<file path="config.mk">
export PLATFORM = sky130hd
export DESIGN_NAME = hdlc_fifo_ctrl_irq_regs
export DESIGN_NICKNAME = d
export VERILOG_FILES = /design/src/hdlc_regs_pkg.sv /design/src/level_compare.sv /design/src/hdlc_fifo_ctrl_irq_regs.sv
export SDC_FILE = /design/constraint.sdc
export NUM_CORES = 1
export LEC_CHECK = 0
export BUFFER_PORTS_ARGS = -buffer_cell sky130_fd_sc_hd__buf_4
export CORE_ASPECT_RATIO = 0.75
export CORE_UTILIZATION = 52
export DETAILED_ROUTE_END_ITERATION = 6
export GPL_TIMING_DRIVEN = 0
export PLACE_DENSITY = 0.9
export SYNTH_ARGS = -nofsm -noshare
export SYNTH_HDL_FRONTEND = slang
export SYNTH_SLANG_ARGS = --single-unit
export TNS_END_PERCENT = 10
</file>
<file path="constraint.sdc">
create_clock -name clk_sys_in -period 1.9 [get_ports clk_sys_in]
set_input_delay 0.285 -clock clk_sys_in [delete_from_list [all_inputs] [get_ports clk_sys_in]]
set_output_delay 0.285 -clock clk_sys_in [all_outputs]
set_load 0.05 [all_outputs]
</file>
<file path="src/hdlc_regs_pkg.sv">
package hdlc_regs_pkg;

    localparam int ADDR_W = 5;
    localparam int DATA_W = 8;
    localparam int FIFO_CNT_W = 8;

    // register addresses
    localparam logic [4:0] ADDR_FIFO_STATUS = 5'h14;
    localparam logic [4:0] ADDR_CONTROL_TWO = 5'h15;
    localparam logic [4:0] ADDR_INT_MASK = 5'h16;
    localparam logic [4:0] ADDR_INT_FLAGS = 5'h17;

    // reset values
    localparam logic [7:0] CONTROL_TWO_RST = 8'h00;
    localparam logic [7:0] INT_MASK_RST = 8'h00;
    localparam logic [7:0] INT_FLAGS_RST = 8'h00;

    // control register two fields
    localparam int CT_INTSEL_BIT = 7;
    localparam int CT_CYCLE_BIT = 6;
    localparam int CT_CRC_INHIBIT_BIT = 5;
    localparam int CT_SEVEN_BIT = 4;
    localparam int CT_RX_FIFO_RST_BIT = 1;
    localparam int CT_TX_FIFO_RST_BIT = 0;

    // interrupt flag positions
    localparam int IF_GO_AHEAD = 7;
    localparam int IF_RX_END = 6;
    localparam int IF_TX_DONE = 5;
    localparam int IF_LAST_READ = 4;
    localparam int IF_TX_LOW = 3;
    localparam int IF_ABORT_UNDER = 2;
    localparam int IF_RX_FULL = 1;
    localparam int IF_RX_OVFL = 0;

    // status register fields
    localparam int ST_INTGEN_BIT = 7;
    localparam int ST_TX_LO_BIT = 2;
    localparam int ST_RX_LO_BIT = 0;

    // fifo status encodings
    localparam logic [1:0] RX_ST_EMPTY = 2'h0;
    localparam logic [1:0] RX_ST_BELOW = 2'h1;
    localparam logic [1:0] RX_ST_FULL_LVL = 2'h2;
    localparam logic [1:0] RX_ST_INT_LVL = 2'h3;
    localparam logic [1:0] TX_ST_FULL_LVL = 2'h0;
    localparam logic [1:0] TX_ST_INT_LVL = 2'h1;
    localparam logic [1:0] TX_ST_EMPTY = 2'h2;
    localparam logic [1:0] TX_ST_BELOW = 2'h3;

    localparam int RX_FIFO_DEPTH = 128;
    localparam int ABORT_MIN_BITS = 26;

    typedef struct packed {
        logic go_ahead_seen;
        logic rx_eop_written;
        logic tx_packet_done;
        logic last_byte_pending_read;
        logic rx_abort;
        logic rx_bit;
        logic rx_flag;
        logic rx_write;
        logic rx_read;
        logic tx_fetch;
        logic tx_write;
    } dp_events_s;

    typedef struct packed {
        logic [7:0] rx_count;
        logic [7:0] tx_count;
        logic [7:0] rx_int_level;
        logic [7:0] rx_status_level;
        logic [7:0] tx_int_level;
        logic [7:0] tx_status_level;
    } fifo_levels_s;

    typedef struct packed {
        logic rx_enable;
        logic rx_fifo_flush;
        logic tx_fifo_flush;
        logic crc_inhibit;
        logic seven_bit_addr;
        logic cycle_count;
    } dp_ctrl_s;

endpackage

</file>
<file path="src/level_compare.sv">
`timescale 1ns/100ps
// turns a fifo fill count into empty and level flags and rising and falling interrupt level crossings
module level_compare #(
    parameter int W = 8
) (
    input wire logic clk_sys_in,
    input wire logic rst_n_in,
    input wire logic [W-1:0] count_in,
    input wire logic [W-1:0] int_level_in,
    input wire logic [W-1:0] status_level_in,
    input wire logic force_empty_in,
    output logic empty_out,
    output logic at_int_out,
    output logic at_status_out,
    output logic int_cross_up_out,
    output logic int_cross_down_out
);

    logic at_int_q;

    always_comb
    begin
        empty_out = force_empty_in || (count_in == '0);
        at_int_out = !empty_out && (count_in >= int_level_in);
        at_status_out = !empty_out && (count_in >= status_level_in);
    end

    always_ff @(posedge clk_sys_in)
    begin
        if (!rst_n_in)
            at_int_q <= 1'b0;
        else
            at_int_q <= at_int_out;
    end

    assign int_cross_up_out = at_int_out && !at_int_q;
    assign int_cross_down_out = !at_int_out && at_int_q;

endmodule

</file>
<file path="src/hdlc_fifo_ctrl_irq_regs.sv">
`timescale 1ns/100ps
module hdlc_fifo_ctrl_irq_regs (
    input wire logic clk_sys_in,
    input wire logic rst_n_in,
    input wire logic [4:0] addr_in,
    input wire logic [7:0] wdata_in,
    input wire logic wr_in,
    input wire logic rd_in,
    output logic [7:0] rdata_out,
    input wire hdlc_regs_pkg::dp_events_s events_in,
    input wire hdlc_regs_pkg::fifo_levels_s levels_in,
    output hdlc_regs_pkg::dp_ctrl_s ctrl_out,
    output logic [7:0] tx_count_value_out,
    input wire logic [7:0] tx_count_load_in,
    input wire logic tx_count_load_wr_in,
    output logic tx_tag_eop_out,
    output logic irq_n_out
);

    logic [7:0] control_two_q;
    logic [7:0] int_mask_q;
    logic [7:0] int_flags_q;
    logic [7:0] int_flags_d;
    logic intgen_q;
    logic rx_flush_q;
    logic rx_ovfl_block_q;
    logic [4:0] rx_bit_cnt_q;
    logic rx_in_packet_q;
    logic [7:0] tx_count_q;
    logic [7:0] tx_count_reload_q;
    logic [7:0] event_vec;
    logic flags_read;
    logic ct_write;
    logic rx_empty;
    logic rx_at_int;
    logic rx_at_status;
    logic rx_up;
    logic tx_empty;
    logic tx_at_int;
    logic tx_at_status;
    logic tx_down;
    logic rx_full;
    logic [1:0] rx_code;
    logic [1:0] tx_code;
    logic [7:0] status_val;

    assign flags_read = rd_in && (addr_in == hdlc_regs_pkg::ADDR_INT_FLAGS);
    assign ct_write = wr_in && (addr_in == hdlc_regs_pkg::ADDR_CONTROL_TWO);

    level_compare #(
        .W(8)
    ) u_rx_level (
        .clk_sys_in(clk_sys_in),
        .rst_n_in(rst_n_in),
        .count_in(levels_in.rx_count),
        .int_level_in(levels_in.rx_int_level),
        .status_level_in(levels_in.rx_status_level),
        .force_empty_in(rx_flush_q),
        .empty_out(rx_empty),
        .at_int_out(rx_at_int),
        .at_status_out(rx_at_status),
        .int_cross_up_out(rx_up),
        .int_cross_down_out()
    );

    level_compare #(
        .W(8)
    ) u_tx_level (
        .clk_sys_in(clk_sys_in),
        .rst_n_in(rst_n_in),
        .count_in(levels_in.tx_count),
        .int_level_in(levels_in.tx_int_level),
        .status_level_in(levels_in.tx_status_level),
        .force_empty_in(control_two_q[hdlc_regs_pkg::CT_TX_FIFO_RST_BIT]),
        .empty_out(tx_empty),
        .at_int_out(tx_at_int),
        .at_status_out(tx_at_status),
        .int_cross_up_out(),
        .int_cross_down_out(tx_down)
    );

    assign rx_full = !rx_flush_q && (levels_in.rx_count >= 8'(hdlc_regs_pkg::RX_FIFO_DEPTH));

    // control register two
    always_ff @(posedge clk_sys_in)
    begin
        if (!rst_n_in)
            control_two_q <= hdlc_regs_pkg::CONTROL_TWO_RST;
        else if (ct_write)
            control_two_q <= wdata_in;
        else if (events_in.tx_write)
            control_two_q[hdlc_regs_pkg::CT_TX_FIFO_RST_BIT] <= 1'b0;
    end

    // mask register
    always_ff @(posedge clk_sys_in)
    begin
        if (!rst_n_in)
            int_mask_q <= hdlc_regs_pkg::INT_MASK_RST;
        else if (wr_in && (addr_in == hdlc_regs_pkg::ADDR_INT_MASK))
            int_mask_q <= wdata_in;
    end

    // rx fifo reset holds empty view until the next flag
    always_ff @(posedge clk_sys_in)
    begin
        if (!rst_n_in)
            rx_flush_q <= 1'b0;
        else if (ct_write && wdata_in[hdlc_regs_pkg::CT_RX_FIFO_RST_BIT])
            rx_flush_q <= 1'b1;
        else if (events_in.rx_flag)
            rx_flush_q <= 1'b0;
    end

    // overflow blocks the receiver until the next flag
    always_ff @(posedge clk_sys_in)
    begin
        if (!rst_n_in)
            rx_ovfl_block_q <= 1'b0;
        else if (events_in.rx_write && rx_full)
            rx_ovfl_block_q <= 1'b1;
        else if (events_in.rx_flag)
            rx_ovfl_block_q <= 1'b0;
    end

    // received bit count within a packet, saturating at the abort minimum
    always_ff @(posedge clk_sys_in)
    begin
        if (!rst_n_in)
        begin
            rx_bit_cnt_q <= 5'h0;
            rx_in_packet_q <= 1'b0;
        end
        else if (events_in.rx_flag || events_in.rx_abort)
        begin
            rx_bit_cnt_q <= 5'h0;
            rx_in_packet_q <= events_in.rx_flag;
        end
        else if (events_in.rx_bit && rx_in_packet_q && (rx_bit_cnt_q < 5'(hdlc_regs_pkg::ABORT_MIN_BITS)))
            rx_bit_cnt_q <= rx_bit_cnt_q + 5'h1;
    end

    // transmit byte counter with cyclic reload
    always_ff @(posedge clk_sys_in)
    begin
        if (!rst_n_in)
        begin
            tx_count_q <= 8'h00;
            tx_count_reload_q <= 8'h00;
        end
        else if (tx_count_load_wr_in)
        begin
            tx_count_q <= tx_count_load_in;
            tx_count_reload_q <= tx_count_load_in;
        end
        else if (events_in.tx_write && (tx_count_q != 8'h00))
        begin
            if ((tx_count_q == 8'h01) && control_two_q[hdlc_regs_pkg::CT_CYCLE_BIT])
                tx_count_q <= tx_count_reload_q;
            else
                tx_count_q <= tx_count_q - 8'h01;
        end
    end

    assign tx_count_value_out = tx_count_q;
    assign tx_tag_eop_out = (tx_count_q == 8'h01);

    // events feeding the flag register
    always_comb
    begin
        event_vec = 8'h00;
        event_vec[hdlc_regs_pkg::IF_GO_AHEAD] = events_in.go_ahead_seen;
        event_vec[hdlc_regs_pkg::IF_RX_END] = events_in.rx_eop_written;
        event_vec[hdlc_regs_pkg::IF_TX_DONE] = events_in.tx_packet_done;
        event_vec[hdlc_regs_pkg::IF_LAST_READ] = events_in.last_byte_pending_read
            || (events_in.rx_read && rx_empty);
        event_vec[hdlc_regs_pkg::IF_TX_LOW] = tx_down;
        if (control_two_q[hdlc_regs_pkg::CT_INTSEL_BIT])
            event_vec[hdlc_regs_pkg::IF_ABORT_UNDER] = events_in.tx_fetch && tx_empty;
        else
            event_vec[hdlc_regs_pkg::IF_ABORT_UNDER] = events_in.rx_abort && rx_in_packet_q
                && (rx_bit_cnt_q >= 5'(hdlc_regs_pkg::ABORT_MIN_BITS));
        event_vec[hdlc_regs_pkg::IF_RX_FULL] = rx_up;
        event_vec[hdlc_regs_pkg::IF_RX_OVFL] = events_in.rx_write && rx_full;
    end

    // flags: read clears, a same-cycle event wins
    always_comb
    begin
        int_flags_d = flags_read ? 8'h00 : int_flags_q;
        int_flags_d = int_flags_d | event_vec;
    end

    always_ff @(posedge clk_sys_in)
    begin
        if (!rst_n_in)
            int_flags_q <= hdlc_regs_pkg::INT_FLAGS_RST;
        else
            int_flags_q <= int_flags_d;
    end

    always_ff @(posedge clk_sys_in)
    begin
        if (!rst_n_in)
            intgen_q <= 1'b0;
        else if ((event_vec & int_mask_q) != 8'h00)
            intgen_q <= 1'b1;
        else if (flags_read)
            intgen_q <= 1'b0;
    end

    assign irq_n_out = !((int_flags_q & int_mask_q) != 8'h00);

    // fifo status codes
    always_comb
    begin
        if (rx_empty)
            rx_code = hdlc_regs_pkg::RX_ST_EMPTY;
        else if (rx_at_int)
            rx_code = hdlc_regs_pkg::RX_ST_INT_LVL;
        else if (rx_at_status)
            rx_code = hdlc_regs_pkg::RX_ST_FULL_LVL;
        else
            rx_code = hdlc_regs_pkg::RX_ST_BELOW;
        if (tx_empty)
            tx_code = hdlc_regs_pkg::TX_ST_EMPTY;
        else if (tx_at_status)
            tx_code = hdlc_regs_pkg::TX_ST_FULL_LVL;
        else if (tx_at_int)
            tx_code = hdlc_regs_pkg::TX_ST_INT_LVL;
        else
            tx_code = hdlc_regs_pkg::TX_ST_BELOW;
        status_val = 8'h00;
        status_val[hdlc_regs_pkg::ST_INTGEN_BIT] = intgen_q;
        status_val[hdlc_regs_pkg::ST_TX_LO_BIT +: 2] = tx_code;
        status_val[hdlc_regs_pkg::ST_RX_LO_BIT +: 2] = rx_code;
    end

    // read data register
    always_ff @(posedge clk_sys_in)
    begin
        if (!rst_n_in)
            rdata_out <= 8'h00;
        else if (rd_in)
        begin
            unique case (addr_in)
                hdlc_regs_pkg::ADDR_FIFO_STATUS: rdata_out <= status_val;
                hdlc_regs_pkg::ADDR_CONTROL_TWO: rdata_out <= control_two_q;
                hdlc_regs_pkg::ADDR_INT_MASK: rdata_out <= int_mask_q;
                hdlc_regs_pkg::ADDR_INT_FLAGS: rdata_out <= int_flags_q;
                default: rdata_out <= 8'h00;
            endcase
        end
    end

    // controls toward the datapaths
    always_comb
    begin
        ctrl_out.rx_enable = !rx_flush_q && !rx_ovfl_block_q;
        ctrl_out.rx_fifo_flush = rx_flush_q;
        ctrl_out.tx_fifo_flush = control_two_q[hdlc_regs_pkg::CT_TX_FIFO_RST_BIT];
        ctrl_out.crc_inhibit = control_two_q[hdlc_regs_pkg::CT_CRC_INHIBIT_BIT];
        ctrl_out.seven_bit_addr = control_two_q[hdlc_regs_pkg::CT_SEVEN_BIT];
        ctrl_out.cycle_count = control_two_q[hdlc_regs_pkg::CT_CYCLE_BIT];
    end

endmodule

</file>
### After elaboration in Yosys (flattened, before gate mapping)

Index checks and enable logic that the tools add are counted.

| word-level totals | value |
|---|---|
| output and inout bits | 24 |
| register bits | 59 |
| word-level logic and storage cells | 94 |

| operators by class | value |
|---|---|
| reductions and logical operators | 43 |
| multiplexer cells | 19 |
| add/sub/neg operators | 2 |
| magnitude comparators | 7 |
| equality and inequality tests | 5 |
| bitwise operators | 4 |

Operators by type and width:

| operator | number |
|---|---|
| $ge 8x8->1 | 4 |
| $mux 8 | 4 |
| $pmux 8 s4 | 1 |
| $reduce_bool 8->1 | 3 |
| $logic_and 1x1->1 | 21 |
| $eq 5x5->1 const B | 4 |
| $and 8x8->8 | 2 |
| $logic_not 8->1 | 2 |
| $mux 2 | 6 |
| $reduce_bool 2->1 | 5 |
| $eq 8x1->1 const B | 1 |
| $ge 8x8->1 const B | 1 |
| $mux 1 | 8 |
| $or 8x8->8 | 1 |
| $sub 8x1->8 const B | 1 |
| $logic_not 1->1 | 7 |
| $add 5x1->5 const B | 1 |
| $ge 5x5->1 const B | 1 |
| $lt 5x5->1 const B | 1 |
| $logic_or 1x1->1 | 4 |
| $reduce_or 2->1 | 1 |
| $not 1->1 | 1 |

### Longest topological paths before layout

Gate-level depths: netlist of run 1.

| depth | value |
|---|---|
| depth after elaboration | 9 |
| mapped depth | 8 |

### Modules after synthesis

A second synthesis of run 1 with hierarchy kept.

| second synthesis, totals | value |
|---|---|
| cell total of the unflattened synthesis | 434 |
| area total of the unflattened synthesis | 3792.4 um^2 |

Modules (own cells, without submodules):

| module | instances | cells each | area each (um^2) |
|---|---|---|---|
| hdlc_fifo_ctrl_irq_regs | 1 | 314 | 2844.0 |
| level_compare | 2 | 60 | 474.2 |

### Worst setup path before layout of run 1

OpenSTA, ideal clock, no wires.

| timing | value |
|---|---|
| kind | register to register |
| start point | register tx_count_q[4], in the netlist tx_count_value_out[4] |
| end point | register tx_count_q[7], in the netlist tx_count_value_out[7] |
| clock period less this slack | 1880 ps |
| slack | 20 ps |
| path buffers | 1 |
| data arrival time | 1752 ps |
| cell stages (with the launch flop) | 8 |
| required time | 1772 ps |
| cells stage by stage | dfxtp_1 > nor4_2 > nand4_2 > buf_2 > nor2_1 > a211oi_2 > a21oi_1 > a21oi_2 |

| between the ends | value |
|---|---|
| cells in the longest elaborated chain, start to end | 5 |
| elaborated cells on any way between the ends | 9 |
| those cells by class | 1 x add/sub; 1 x eq/ne; 3 x mux; 4 x reduce/logical |

RTL lines:

| what | RTL line | text |
|---|---|---|
| start: declaration | hdlc_fifo_ctrl_irq_regs.sv:29 | `logic [7:0] tx_count_q;` |
| start signal: assignment | hdlc_fifo_ctrl_irq_regs.sv:153 | `tx_count_q <= tx_count_load_in;` |
| start signal: assignment | hdlc_fifo_ctrl_irq_regs.sv:159 | `tx_count_q <= tx_count_reload_q;` |
| start signal: assignment | hdlc_fifo_ctrl_irq_regs.sv:161 | `tx_count_q <= tx_count_q - 8'h01;` |
| branches (longest 5 deep; another with $sub 8x1->8) | n/a |  |

Several ways; the timed one is not identified. The select of a mux whose other input is x is not followed.
A chain may end at the register's enable or synchronous reset.

### Final worst setup path of run 1

| timing | value |
|---|---|
| start point | register tx_count_q[6], in the netlist tx_count_value_out[6] |
| end point | output port tx_tag_eop_out |

| between the ends | value |
|---|---|
| cells in the longest elaborated chain, start to end | 1 |

RTL lines:

| what | RTL line | text |
|---|---|---|
| $eq 8x1->1 | hdlc_fifo_ctrl_irq_regs.sv:166 | `assign tx_tag_eop_out = (tx_count_q == 8'h01);` |
| end: declaration | hdlc_fifo_ctrl_irq_regs.sv:16 | `output logic tx_tag_eop_out,` |

No other way between the ends.

==> results by group, run 1 <==
Synth
  • Mapped Area: 3580 um^2
  • Post-synth top flop: dfxtp_1
  • EDFF count, synth: 0
  • Synth warnings: 0
  • Seq/Total Area, Yosys: 33.0%
  • Synth top area share: 33.0%
  • Syn Nets: 547
  • Synth unique cells: 55
  • Main area contributors after synthesis: dfxtp_1 (33%), ha_1 (13%), nor2_1 (6.7%), mux2i_1 (6.1%), a21oi_1 (5.7%)
  • Synthesized area per cell: 8.41 um^2
  • Post-synth top cells: nor2_1 (64), dfxtp_1 (59), a21oi_1 (41)
  • Top cell type by total area after synthesis: dfxtp_1
  • Top-count cell post-synth: nor2_1
  • Async S/R FF share, synth: 0%
  • #FFs+latches synth: slightly below 60
  • Synth Instances: 426

Routing
  • Routed Antenna Nets: 0
  • Routed wire per std cell: 16.2 um
  • Vias: 3696
  • First-iteration detailed-routing DRC count: 309
  • Drt first pass iters: 7
  • DRC violations left: 16
  • DR vias/cell: between 5 and 6
  • WL final: 10200 um

Run
  • Max-cap violations: 0

CTS
  • Clock Pin Slew Worst Setup and Hold Paths: 0.07 ns
  • CTS max path bufs: 2
  • Clock Latency Late Sink: 0.34 ns
  • Hold_buf cts: 0
  • CTS tree: done
  • Root Driver: clkbuf_8
  • H-tree depth: 3
  • CTS Sinks: 59
  • TritonCTS Buffers: 9

Min path
  • Min-Delay Endpoint: int_flags_q[6]
  • Hold_sp: events_in[9]
  • Worst hold stages: 3
  • Min-delay worst type: input pin to flop

Final layout
  • Fin nets: 665
  • Diodes inserted: 0
  • Final core utilization: between 70% and 80%
  • P&R area growth vs syn: 32.4%
  • Layout cells sized above 1: 27.5%

Critical path
  • Critical register-to-register path endpoint: tx_count_value_out[6]
  • Most frequent CP cell: buf_4
  • Crit-path cells: nor4_4 > buf_4 > and3_1 > buf_4
  • CP max-delay cell: dfxtp_1
  • Crit Reg-Reg Startpoint: tx_count_value_out[6]
  • Critical path startpoint category: flop
  • Worst Path Arrival: 1.59 ns
  • CP peak stage delay: 0.41 ns
  • CP Max Fanout: 5
  • Reg2reg setup slack: 0.07 ns
  • Worst path top cell family by delay: simple AND/OR/NAND/NOR gates
  • Worst setup EP type: primary output
  • R2R depth: 7
  • Worst EP required: 1.62 ns
  • Crit Path Class: flop to primary output
  • Buf/Inv on CP: 2

Placed design
  • Pre-CTS WS: -0.0467 ns
  • Gp weighted congestion: 0.891
  • Port buffer count: 106
  • Dpl hpwl: around 7700 um

Die
  • Die width: 97.9 um
  • Initial core utilization: 55.3%
  • Die height: around 74 um
  • Core area: between 6000 and 7000 um^2
  • Die area: 7230 um^2
  • IO Pins: 109
  • Site Rows: 25

STA
  • Fin crit share: 98.7%
  • Slew @ Worst Pin: 0.610 ns
  • Total Negative Setup Slacks: 0 ns
  • Setup ws final: between 0.02 and 0.03 ns
  • Final Hold Fails: 0
  • Fin Hold WS: between 0.15 and 0.2 ns
  • Min Tclk post-route: around 1.9 ns
  • Max-slew violation count: 0
  • Max frequency: 533 MHz
  • Final setup violation count: 0
  • Final Skew: a little under 0.008 ns
  • Slew headroom: 59.4%

Power and ir drop
  • Total chip power: 3.41 mW
  • Lkg Pwr: approximately 2.2 nW
  • P per Cell Area: 719 nW/um^2
  • VDD IR max: 511 uV

Global route
  • First-pass GRT wire length: 15900 um
  • Grt total ovfl: 0
  • Vias in the first global route: 3577
  • Largest net degree at the start of global routing: 12
  • Total GRT Usage: 28.5%
  • Initial antenna violation count: 0

Outcome
  • Failing checks: design-rule violations
  • Status: finished with violations
==> through the flow <==
stage               std cells  cell area, um^2
finish                    630             4740
global route              630             4740
CTS                       629             4720
detailed placement        613             4480
global placement          613             4480
floorplan                 426             3580
==> layout by cell type (no fill, tap or decap), types with 10 or more instances in the layout <==
master,count
a22oi_1,11
nand2_1,19
a21oi_1,40
dfxtp_1,59
clkbuf_8,10
buf_4,113
o21ai_0,12
inv_1,37
ha_1,36
nor2_1,63
mux2i_1,22
==> sequential cells by signal (all words and copies together), names as in the netlist <==
signal               flops
rdata_out                8
rx_ovfl_block_q          1
rx_in_packet_q           1
u_rx_level.at_int_q      1
int_mask_q               8
rx_bit_cnt_q             5
int_flags_q              8
intgen_q                 1
tx_count_value_out       8
rx_flush_q               1
control_two_q            8
u_tx_level.at_int_q      1
tx_count_reload_q        8
==> repair_timing <==
action,4_1_cts,5_1_grt
gates resized for setup,1,7
buffers inserted,0,1
pin swaps,0,1
endpoints found under the setup margin,8,9
==> logic make-up after synthesis <==
kind of cell | after synthesis | share of synthesized area (%)
xor+xnor | 8 | 1.96
flops | 59 | 33.0
fa+ha+maj | 36 | 12.6
compound gates | 105 | 18.7
buf+inv | 58 | 6.84
simple gates | 130 | 18.0
mux | 30 | 8.97
==> worst register-to-register path, delay by kind of cell (launching register included) <==
family                 cells  cell delay, ns
AO/OA/AOI/OAI              3            0.50
flip-flops                 1            0.41
buffers and inverters      2            0.42
AND/OR/NAND/NOR            2            0.44
==> worst max-delay path by stage <==
stage          cells after the start                     to  slack, ns                   from
3_5_place_dp                       6  tx_count_value_out[5]      -0.05  tx_count_value_out[4]
3_3_place_gp                       9               intgen_q      -0.01          levels_in[32]
2_1_floorplan                      7  tx_count_value_out[7]       0.02  tx_count_value_out[4]
4_1_cts                            7  tx_count_value_out[7]       0.01  tx_count_value_out[4]
5_1_grt                            4         tx_tag_eop_out     -0.001  tx_count_value_out[6]
6_report                           4         tx_tag_eop_out       0.03  tx_count_value_out[6]
==> where the power goes <==
group	internal (mW)	switching, mW	total (mW)
clock	0.773	0.537	1.31
sequential	1.29	0.0658	1.36
combinational	0.344	0.401	0.745
total	2.41	1.00	3.41
==> routing by layer <==
layer | up-vias | track usage (%) | wire length, um
li1 | 1743 | - | -
met1 | 1710 | 33.5 | 4190
met2 | 213 | 49.5 | 4810
met3 | 30 | 5.80 | 969
met4 | 0 | 15.7 | 240
met5 | - | 0 | 0
==> final cells by class <==
type                            count  area [um^2]
Fill cell                         459         1730
Clock buffer                       10          138
Timing Repair Buffer              107          803
Buffer                             20          104
Clock inverter                      6         88.8
Tap cell                           81          101
Sequential cell                    59         1180
Inverter                           38          143
Multi-Input combinational cell    309         2190
(Power assumes the default switching activity.)
==> run 2: changes to the inputs <==
--- a/config.mk
+++ b/config.mk
@@ -7,11 +7,13 @@
 export LEC_CHECK = 0
 export BUFFER_PORTS_ARGS = -buffer_cell sky130_fd_sc_hd__buf_4
 export CORE_ASPECT_RATIO = 0.75
-export CORE_UTILIZATION = 52
+export CORE_UTILIZATION = 53
 export DETAILED_ROUTE_END_ITERATION = 6
 export GPL_TIMING_DRIVEN = 0
 export PLACE_DENSITY = 0.9
+export SKIP_CTS_REPAIR_TIMING = 1
 export SYNTH_ARGS = -nofsm -noshare
 export SYNTH_HDL_FRONTEND = slang
+export SYNTH_HIERARCHICAL = 1
 export SYNTH_SLANG_ARGS = --single-unit
 export TNS_END_PERCENT = 10
==> results by group, run 2 <==
Die
  • Die width: 99.5 um (+1.7%)
  • Die height: 75.1 um (+1.7%)
  • Initial core utilization: 55.1% (-0.28 points)
  • Die area: 7480 um^2 (+3.4%)
  • IO Pins: 109 (unchanged)
  • Site Rows: 26 (+4.0%)
  • Core area: 6860 um^2 (+6.0%)

CTS
  • H-tree depth: 3 (unchanged)
  • CTS Sinks: 59 (unchanged)
  • TritonCTS Buffers: 9 (unchanged)
  • CTS tree: done
  • Root Driver: clkbuf_8
  • Clock Pin Slew Worst Setup and Hold Paths: 0.07 ns (about the same)
  • CTS max path bufs: 2 (unchanged)
  • Clock Latency Late Sink: 0.34 ns (about the same)

Final layout
  • Layout cells sized above 1: 33.3% (+5.8 points)
  • Final core utilization: 74.0% (+0.71 points)
  • Most common cell after layout, fill and taps aside: buf_4
  • Most frequent cells in the layout: buf_4 (116), dfxtp_1 (55), nor2_1 (52)
  • Non-filler cells, final: 659 (+4.6%)
  • Fin nets: 678 (+2.0%)
  • Diodes inserted: 0 (unchanged)
  • Fillcell total: 483 (+5.2%)
  • P&R area growth vs syn: 34.4%

Global route
  • First-pass GRT wire length: 16400 um (+3.0%)
  • Total GRT Usage: 28.5% (+0.029 points)
  • Initial antenna violation count: 0 (unchanged)
  • Largest net degree at the start of global routing: 11 (-1)
  • Vias in the first global route: 3448 (-3.6%)
  • Grt total ovfl: 0 (unchanged)

Min path
  • Min-delay worst type: input pin to flop
  • Min-Delay Endpoint: int_flags_q[5]
  • Worst hold stages: 3 (unchanged)
  • Hold_sp: events_in[8]

STA
  • Slew @ Worst Pin: 0.580 ns (-0.0301 ns)
  • Min Tclk post-route: 1.92 ns (+0.0411 ns)
  • Max frequency: 522 MHz (-2.1%)
  • Final Hold Fails: 0 (unchanged)
  • Final Skew: 0.00667 ns (-0.00112 ns)
  • Max-slew violation count: 0 (unchanged)
  • Slew headroom: 61.4% (+2.0 points)
  • Fin crit share: 101% (+2.2 points)
  • Final setup violation count: 2 (+2)
  • RSZ-0062 raised after global routing: yes
  • Setup ws final: -0.0159 ns (-0.0411 ns)

Critical path
  • CP peak stage delay: 0.46 ns (+0.05 ns)
  • Worst setup EP type: flop
  • Worst path top cell family by delay: compound AO/OA/AOI/OAI gates
  • Worst EP required: 2.11 ns (+0.49 ns)
  • Worst Path Arrival: 2.13 ns (+0.54 ns)
  • R2R depth: 5 (-2)
  • Buf/Inv on CP: 1 (-1)
  • Most frequent CP cell: nor2_1
  • Crit Reg-Reg Startpoint: tx_count_value_out[2]
  • Crit Path Class: input pin to flop
  • Crit-path cells: buf_8 > ha_4 > and3_4 > nand2_2 > o31a_4 > nor2_1 > o21bai_1 > mux4_2 > a21oi_1 > nor2_1
  • CP Max Fanout: 3 (-2)
  • Reg2reg setup slack: 0.05 ns (-0.02 ns)
  • Critical register-to-register path endpoint: tx_count_value_out[3]
  • Critical path startpoint category: input pin
  • CP max-delay cell: mux4_2

Synth
  • Synth warnings: 6 (+6)
  • Mapped Area: 3780 um^2 (+5.5%)
  • Synth Instances: 432 (+1.4%)
  • Syn Nets: 554 (+1.3%)
  • Synthesized area per cell: 8.75 um^2 (+4.0%)

Routing
  • Routed wire per std cell: 16.6 um (+2.2%)
  • DRC violations left: 0 (-16)
  • Vias: 3789 (+2.5%)
  • WL final: 10900 um (+6.9%)
  • Routed Antenna Nets: 0 (unchanged)
  • Drt first pass iters: 4 (-3)
  • First-iteration detailed-routing DRC count: 394 (+28%)
  • DR vias/cell: 5.75 (-2.0%)

Run
  • Max-cap violations: 0 (unchanged)

Power and ir drop
  • P per Cell Area: 644 nW/um^2 (-10%)
  • Lkg Pwr: 2.33 nW (+5.4%)
  • VDD IR max: 483 uV (-5.3%)

Placed design
  • Dpl hpwl: 8070 um (+5.2%)
  • Port buffer count: 106 (unchanged)
  • Dpl cells: 636 (+3.8%)
  • Gp weighted congestion: 0.947 (+6.3%)

Outcome
  • Failing checks: negative setup slack
  • Status: finished with violations
==> run 2: worst max-delay path by stage <==
stage	slack (ns)	start	end	depth (start not counted)
finish	-0.02	levels_in[38]	rdata_out[3]	10
global route	-0.11	levels_in[15]	intgen_q	11
CTS	-0.28	tx_count_value_out[3]	tx_tag_eop_out	3
detailed placement	-0.40	levels_in[39]	intgen_q	10
global placement	-0.39	levels_in[39]	intgen_q	10
floorplan	-0.13	levels_in[15]	intgen_q	10
==> run 2: stage by stage <==
step / setup TNS [ns] / power [mW] / hold slack [ns] / setup slack (ns) / cell area (um^2)
floorplan: -0.913 / 1.86 / 0.402 / -0.134 / 3790
global placement: -1.61 / 2.13 / 0.451 / -0.393 / 4710
detailed placement: -2.10 / 2.17 / 0.456 / -0.401 / 4710
CTS: -0.417 / 3.18 / 0.168 / -0.282 / 4880
global route: -0.180 / 3.40 / 0.169 / -0.106 / 5080
finish: -0.0312 / 3.27 / 0.175 / -0.0159 / 5080
==> run 2: report_power, final <==
part           internal (mW)  switching (mW)  leakage, nW
sequential              1.29          0.0592        0.483
combinational          0.422           0.459         1.75
clock                  0.542           0.497       0.0905
total                   2.26            1.02         2.33
==> run 2: worst register-to-register path, stage by stage (launching register included) <==
cell     delay [ns]
dfxtp_1        0.44
or4_1          0.47
buf_6          0.16
o32a_4         0.42
o21ai_0        0.18
a31oi_1        0.06
==> run 2: layout make-up <==
| type | instances | area [um^2] | area share, % |
|---|---|---|---|
| Timing Repair Buffer | 113 | 875 | 17.2 |
| Inverter | 39 | 151 | 2.98 |
| Sequential cell | 59 | 1190 | 23.4 |
| Buffer | 21 | 121 | 2.39 |
| Clock buffer | 14 | 163 | 3.20 |
| Clock inverter | 2 | 10.0 | 0.197 |
| Tap cell | 98 | 123 | 2.41 |
| Multi-Input combinational cell | 313 | 2450 | 48.2 |
==> run 2: metal layers <==
metal  part of all wire [%]  track usage [%]  vias up
li1                       -                -     1800
met1                     42             37.2     1760
met2                     47             47.7      198
met3                    7.9             5.20       31
met4                    2.2             11.1        0
met5                      0                0        -
==> run 3: changes to the inputs <==
--- a/config.mk
+++ b/config.mk
@@ -7,10 +7,11 @@
 export LEC_CHECK = 0
 export BUFFER_PORTS_ARGS = -buffer_cell sky130_fd_sc_hd__buf_4
 export CORE_ASPECT_RATIO = 0.75
-export CORE_UTILIZATION = 53
+export CORE_UTILIZATION = 48
 export DETAILED_ROUTE_END_ITERATION = 6
 export GPL_TIMING_DRIVEN = 0
-export PLACE_DENSITY = 0.9
+export PLACE_DENSITY = 0.87
+export SETUP_SLACK_MARGIN = 0.5
 export SKIP_CTS_REPAIR_TIMING = 1
 export SYNTH_ARGS = -nofsm -noshare
 export SYNTH_HDL_FRONTEND = slang
==> constraint.sdc (replaced) <==
create_clock -name clk_sys_in -period 1.7 [get_ports clk_sys_in]
set_input_delay 0.255 -clock clk_sys_in [delete_from_list [all_inputs] [get_ports clk_sys_in]]
set_output_delay 0.255 -clock clk_sys_in [all_outputs]
set_load 0.05 [all_outputs]
==> results by group, run 3 (same netlist as run 2, synthesis figures left out) <==
Min path
  • Worst hold stages: 3 (unchanged)
  • Min-Delay Endpoint: int_flags_q[7]
  • Hold_sp: events_in[10]
  • Min-delay worst type: input pin to flop

Die
  • Die height: 78.9 um (+4.9%)
  • Core area: 7470 um^2 (+8.8%)
  • Initial core utilization: 50.6% (-4.4 points)
  • Site Rows: 27 (+3.8%)
  • Die area: 8240 um^2 (+10%)
  • IO Pins: 109 (unchanged)
  • Die width: 104 um (+5.0%)

STA
  • Slew @ Worst Pin: 0.575 ns (-0.00435 ns)
  • Final setup violation count: 10 (+8)
  • Fin crit share: 114%
  • Max frequency: 516 MHz
  • Min Tclk post-route: 1.94 ns
  • RSZ-0062 raised after global routing: yes
  • Final Hold Fails: 0 (unchanged)
  • Final Skew: 0.00603 ns (-0.000638 ns)
  • Max-slew violation count: 0 (unchanged)
  • Fin Hold WS: 0.135 ns (-0.0396 ns)
  • Setup ws final: -0.237 ns (-0.221 ns)
  • Slew headroom: 61.7% (+0.29 points)

Final layout
  • Multi-input gate area: 2590 um^2 (+5.6%)
  • P&R area growth vs syn: 43.7%
  • Diodes inserted: 0 (unchanged)
  • Non-filler cells, final: 665 (+0.91%)
  • Final Cell Area: 5430 um^2 (+6.9%)
  • Layout cells sized above 1: 39.2% (+5.9 points)
  • Most common cell after layout, fill and taps aside: buf_4
  • Most frequent cells in the layout: buf_4 (100), nor2_1 (49), dfxtp_1 (45)
  • Fin nets: 681 (+0.44%)
  • Fillcell total: 545 (+13%)
  • Reg area: 1220 um^2 (+2.7%)

Global route
  • First-pass GRT wire length: 16900 um (+3.2%)
  • Total GRT Usage: 26.0% (-2.5 points)
  • Global routing usage on met2: 43.0% (-4.6 points)
  • Met3 Track Usage GR: 7.06% (+1.9 points)
  • Vias in the first global route: 3558 (+3.2%)
  • Initial antenna violation count: 0 (unchanged)
  • Grt total ovfl: 0 (unchanged)
  • GRT Max-Usage Layer: met2
  • Largest net degree at the start of global routing: 11 (unchanged)
  • GRT met1 Usage: 32.9% (-4.3 points)

Routing
  • First-iteration detailed-routing DRC count: 376 (-4.6%)
  • WL final: 11300 um (+3.5%)
  • DR vias/cell: 5.72 (-0.51%)
  • Routed Antenna Nets: 0 (unchanged)
  • Drt first pass iters: 5 (+1)
  • DRC violations left: 0 (unchanged)
  • Vias: 3804 (+0.40%)
  • Routed wire per std cell: 17.0 um (+2.6%)

Critical path
  • Critical register-to-register path endpoint: tx_count_value_out[7]
  • Setup crit start: levels_in[37]
  • Worst EP required: 1.92 ns (-0.19 ns)
  • CP max-delay cell: o31a_4
  • Worst setup EP type: flop
  • Crit-path cells: buf_6 > ha_4 > and3_4 > nand2_2 > o31a_4 > o21a_1 > a222oi_1 > nand2_1 > a221oi_2 > a31oi_1
  • Crit Reg-Reg Startpoint: tx_count_value_out[4]
  • R2R depth: 5 (unchanged)
  • CP peak stage delay: 0.37 ns (-0.09 ns)
  • CP Max Fanout: 3 (unchanged)
  • Reg2reg setup slack: -0.12 ns (-0.17 ns)
  • Crit Path Class: input pin to flop
  • Critical path startpoint category: input pin
  • Worst Path Arrival: 2.16 ns (+0.03 ns)

CTS
  • CTS Sinks: 59 (unchanged)
  • Clock Pin Slew Worst Setup and Hold Paths: 0.07 ns (about the same)
  • CTS max path bufs: 2 (unchanged)
  • H-tree depth: 3 (unchanged)
  • Root Driver: clkbuf_8
  • CTS tree: done
  • Clock Latency Late Sink: 0.34 ns (about the same)
  • TritonCTS Buffers: 9 (unchanged)

Placed design
  • Dpl hpwl: 8310 um (+2.9%)
  • Dpl cells: 639 (+0.47%)
  • Pre-CTS WS: -0.588 ns (-0.186 ns)
  • Placed inst area: 4770 um^2 (+1.4%)
  • Port buffer count: 106 (unchanged)
  • Gp weighted congestion: 0.901 (-4.9%)

Power and ir drop
  • VDD IR max: 491 uV (+1.5%)
  • Total chip power: 4.00 mW (+22%)
  • Combinational share of power: 28.0% (+1.0 points)
  • Lkg Pwr: 2.42 nW (+4.1%)
  • Internal power: 2.81 mW (+25%)
  • Clock power share: 34.1% (+2.3 points)
  • Reg power frac: 37.9% (-3.4 points)
  • Switch Pwr: 1.19 mW (+17%)
  • Switching share of total power: 29.8% (-1.3 points)
  • P per Cell Area: 737 nW/um^2 (+14%)

Outcome
  • Status: finished with violations
  • Failing checks: negative setup slack

Run
  • Max-cap violations: 0 (unchanged)
-- run 3: cell types whose count changed in the layout (fill, tap and decap cells not counted), moves of 3 or more --
| cell | change |
|---|---|
| buf_4 | -16 |
| buf_6 | +9 |
| buf_8 | +9 |
| clkbuf_1 | -3 |
| dfxtp_1 | -10 |
| dfxtp_4 | +8 |
| nor2_1 | -3 |
| nor2_2 | +3 |
| o21ai_0 | -4 |
| o221ai_1 | -4 |
| o221ai_2 | +4 |
-- run 3: layout make-up --
type,count,share of cell area (%)
tap,101,2.33
clock buffer,10,2.35
multi-input combinational,314,47.6
buffer,21,2.76
sequential,59,22.4
timing repair buffer,115,18.2
inverter,39,2.88
clock inverter,6,1.47
-- run 3: metrics by stage --
| stage | util (%) | TNS, ns |
|---|---|---|
| 2_1_floorplan | - | -1.09 |
| 3_3_place_gp | 64.0 | -4.64 |
| 3_5_place_dp | 64.0 | -5.78 |
| 4_1_cts | 66.7 | -2.09 |
| 5_1_grt | 72.8 | -2.52 |
| 6_report | 72.8 | -1.09 |
-- run 3: per-layer routing --
layer  vias up  wire (um)
li1       1813          -
met1      1789       4880
met2       185       5260
met3        17        959
met4         0        201
met5         -          0
-- run 3: how the worst max path moves through the flow --
stage                           to  cells past startpoint  slack (ns)
CTS                 tx_tag_eop_out                      3       -0.46
floorplan                 intgen_q                     10       -0.30
finish                    intgen_q                     10       -0.24
detailed placement        intgen_q                     11       -0.59
global route              intgen_q                     10       -0.31
global placement          intgen_q                     10       -0.55
-- run 3: power groups by stage --
| stage | clock network (mW) | registers [mW] | logic (mW) |
|---|---|---|---|
| after floorplan | 0 | 1.60 | 0.511 |
| after global placement | 0 | 1.53 | 0.891 |
| after detailed placement | 0 | 1.53 | 0.927 |
| after CTS | 1.38 | 1.50 | 0.931 |
| after global routing | 1.45 | 1.52 | 1.20 |
| final | 1.37 | 1.51 | 1.12 |
-- run 3: worst max-delay path: cells and delay by family --
kind                       cells  cell delay [ns]
AOI/OAI and AO/OA              5             1.16
and+or+nand+nor                3             0.37
adders and majority gates      1             0.25
buffers and inverters          1             0.11
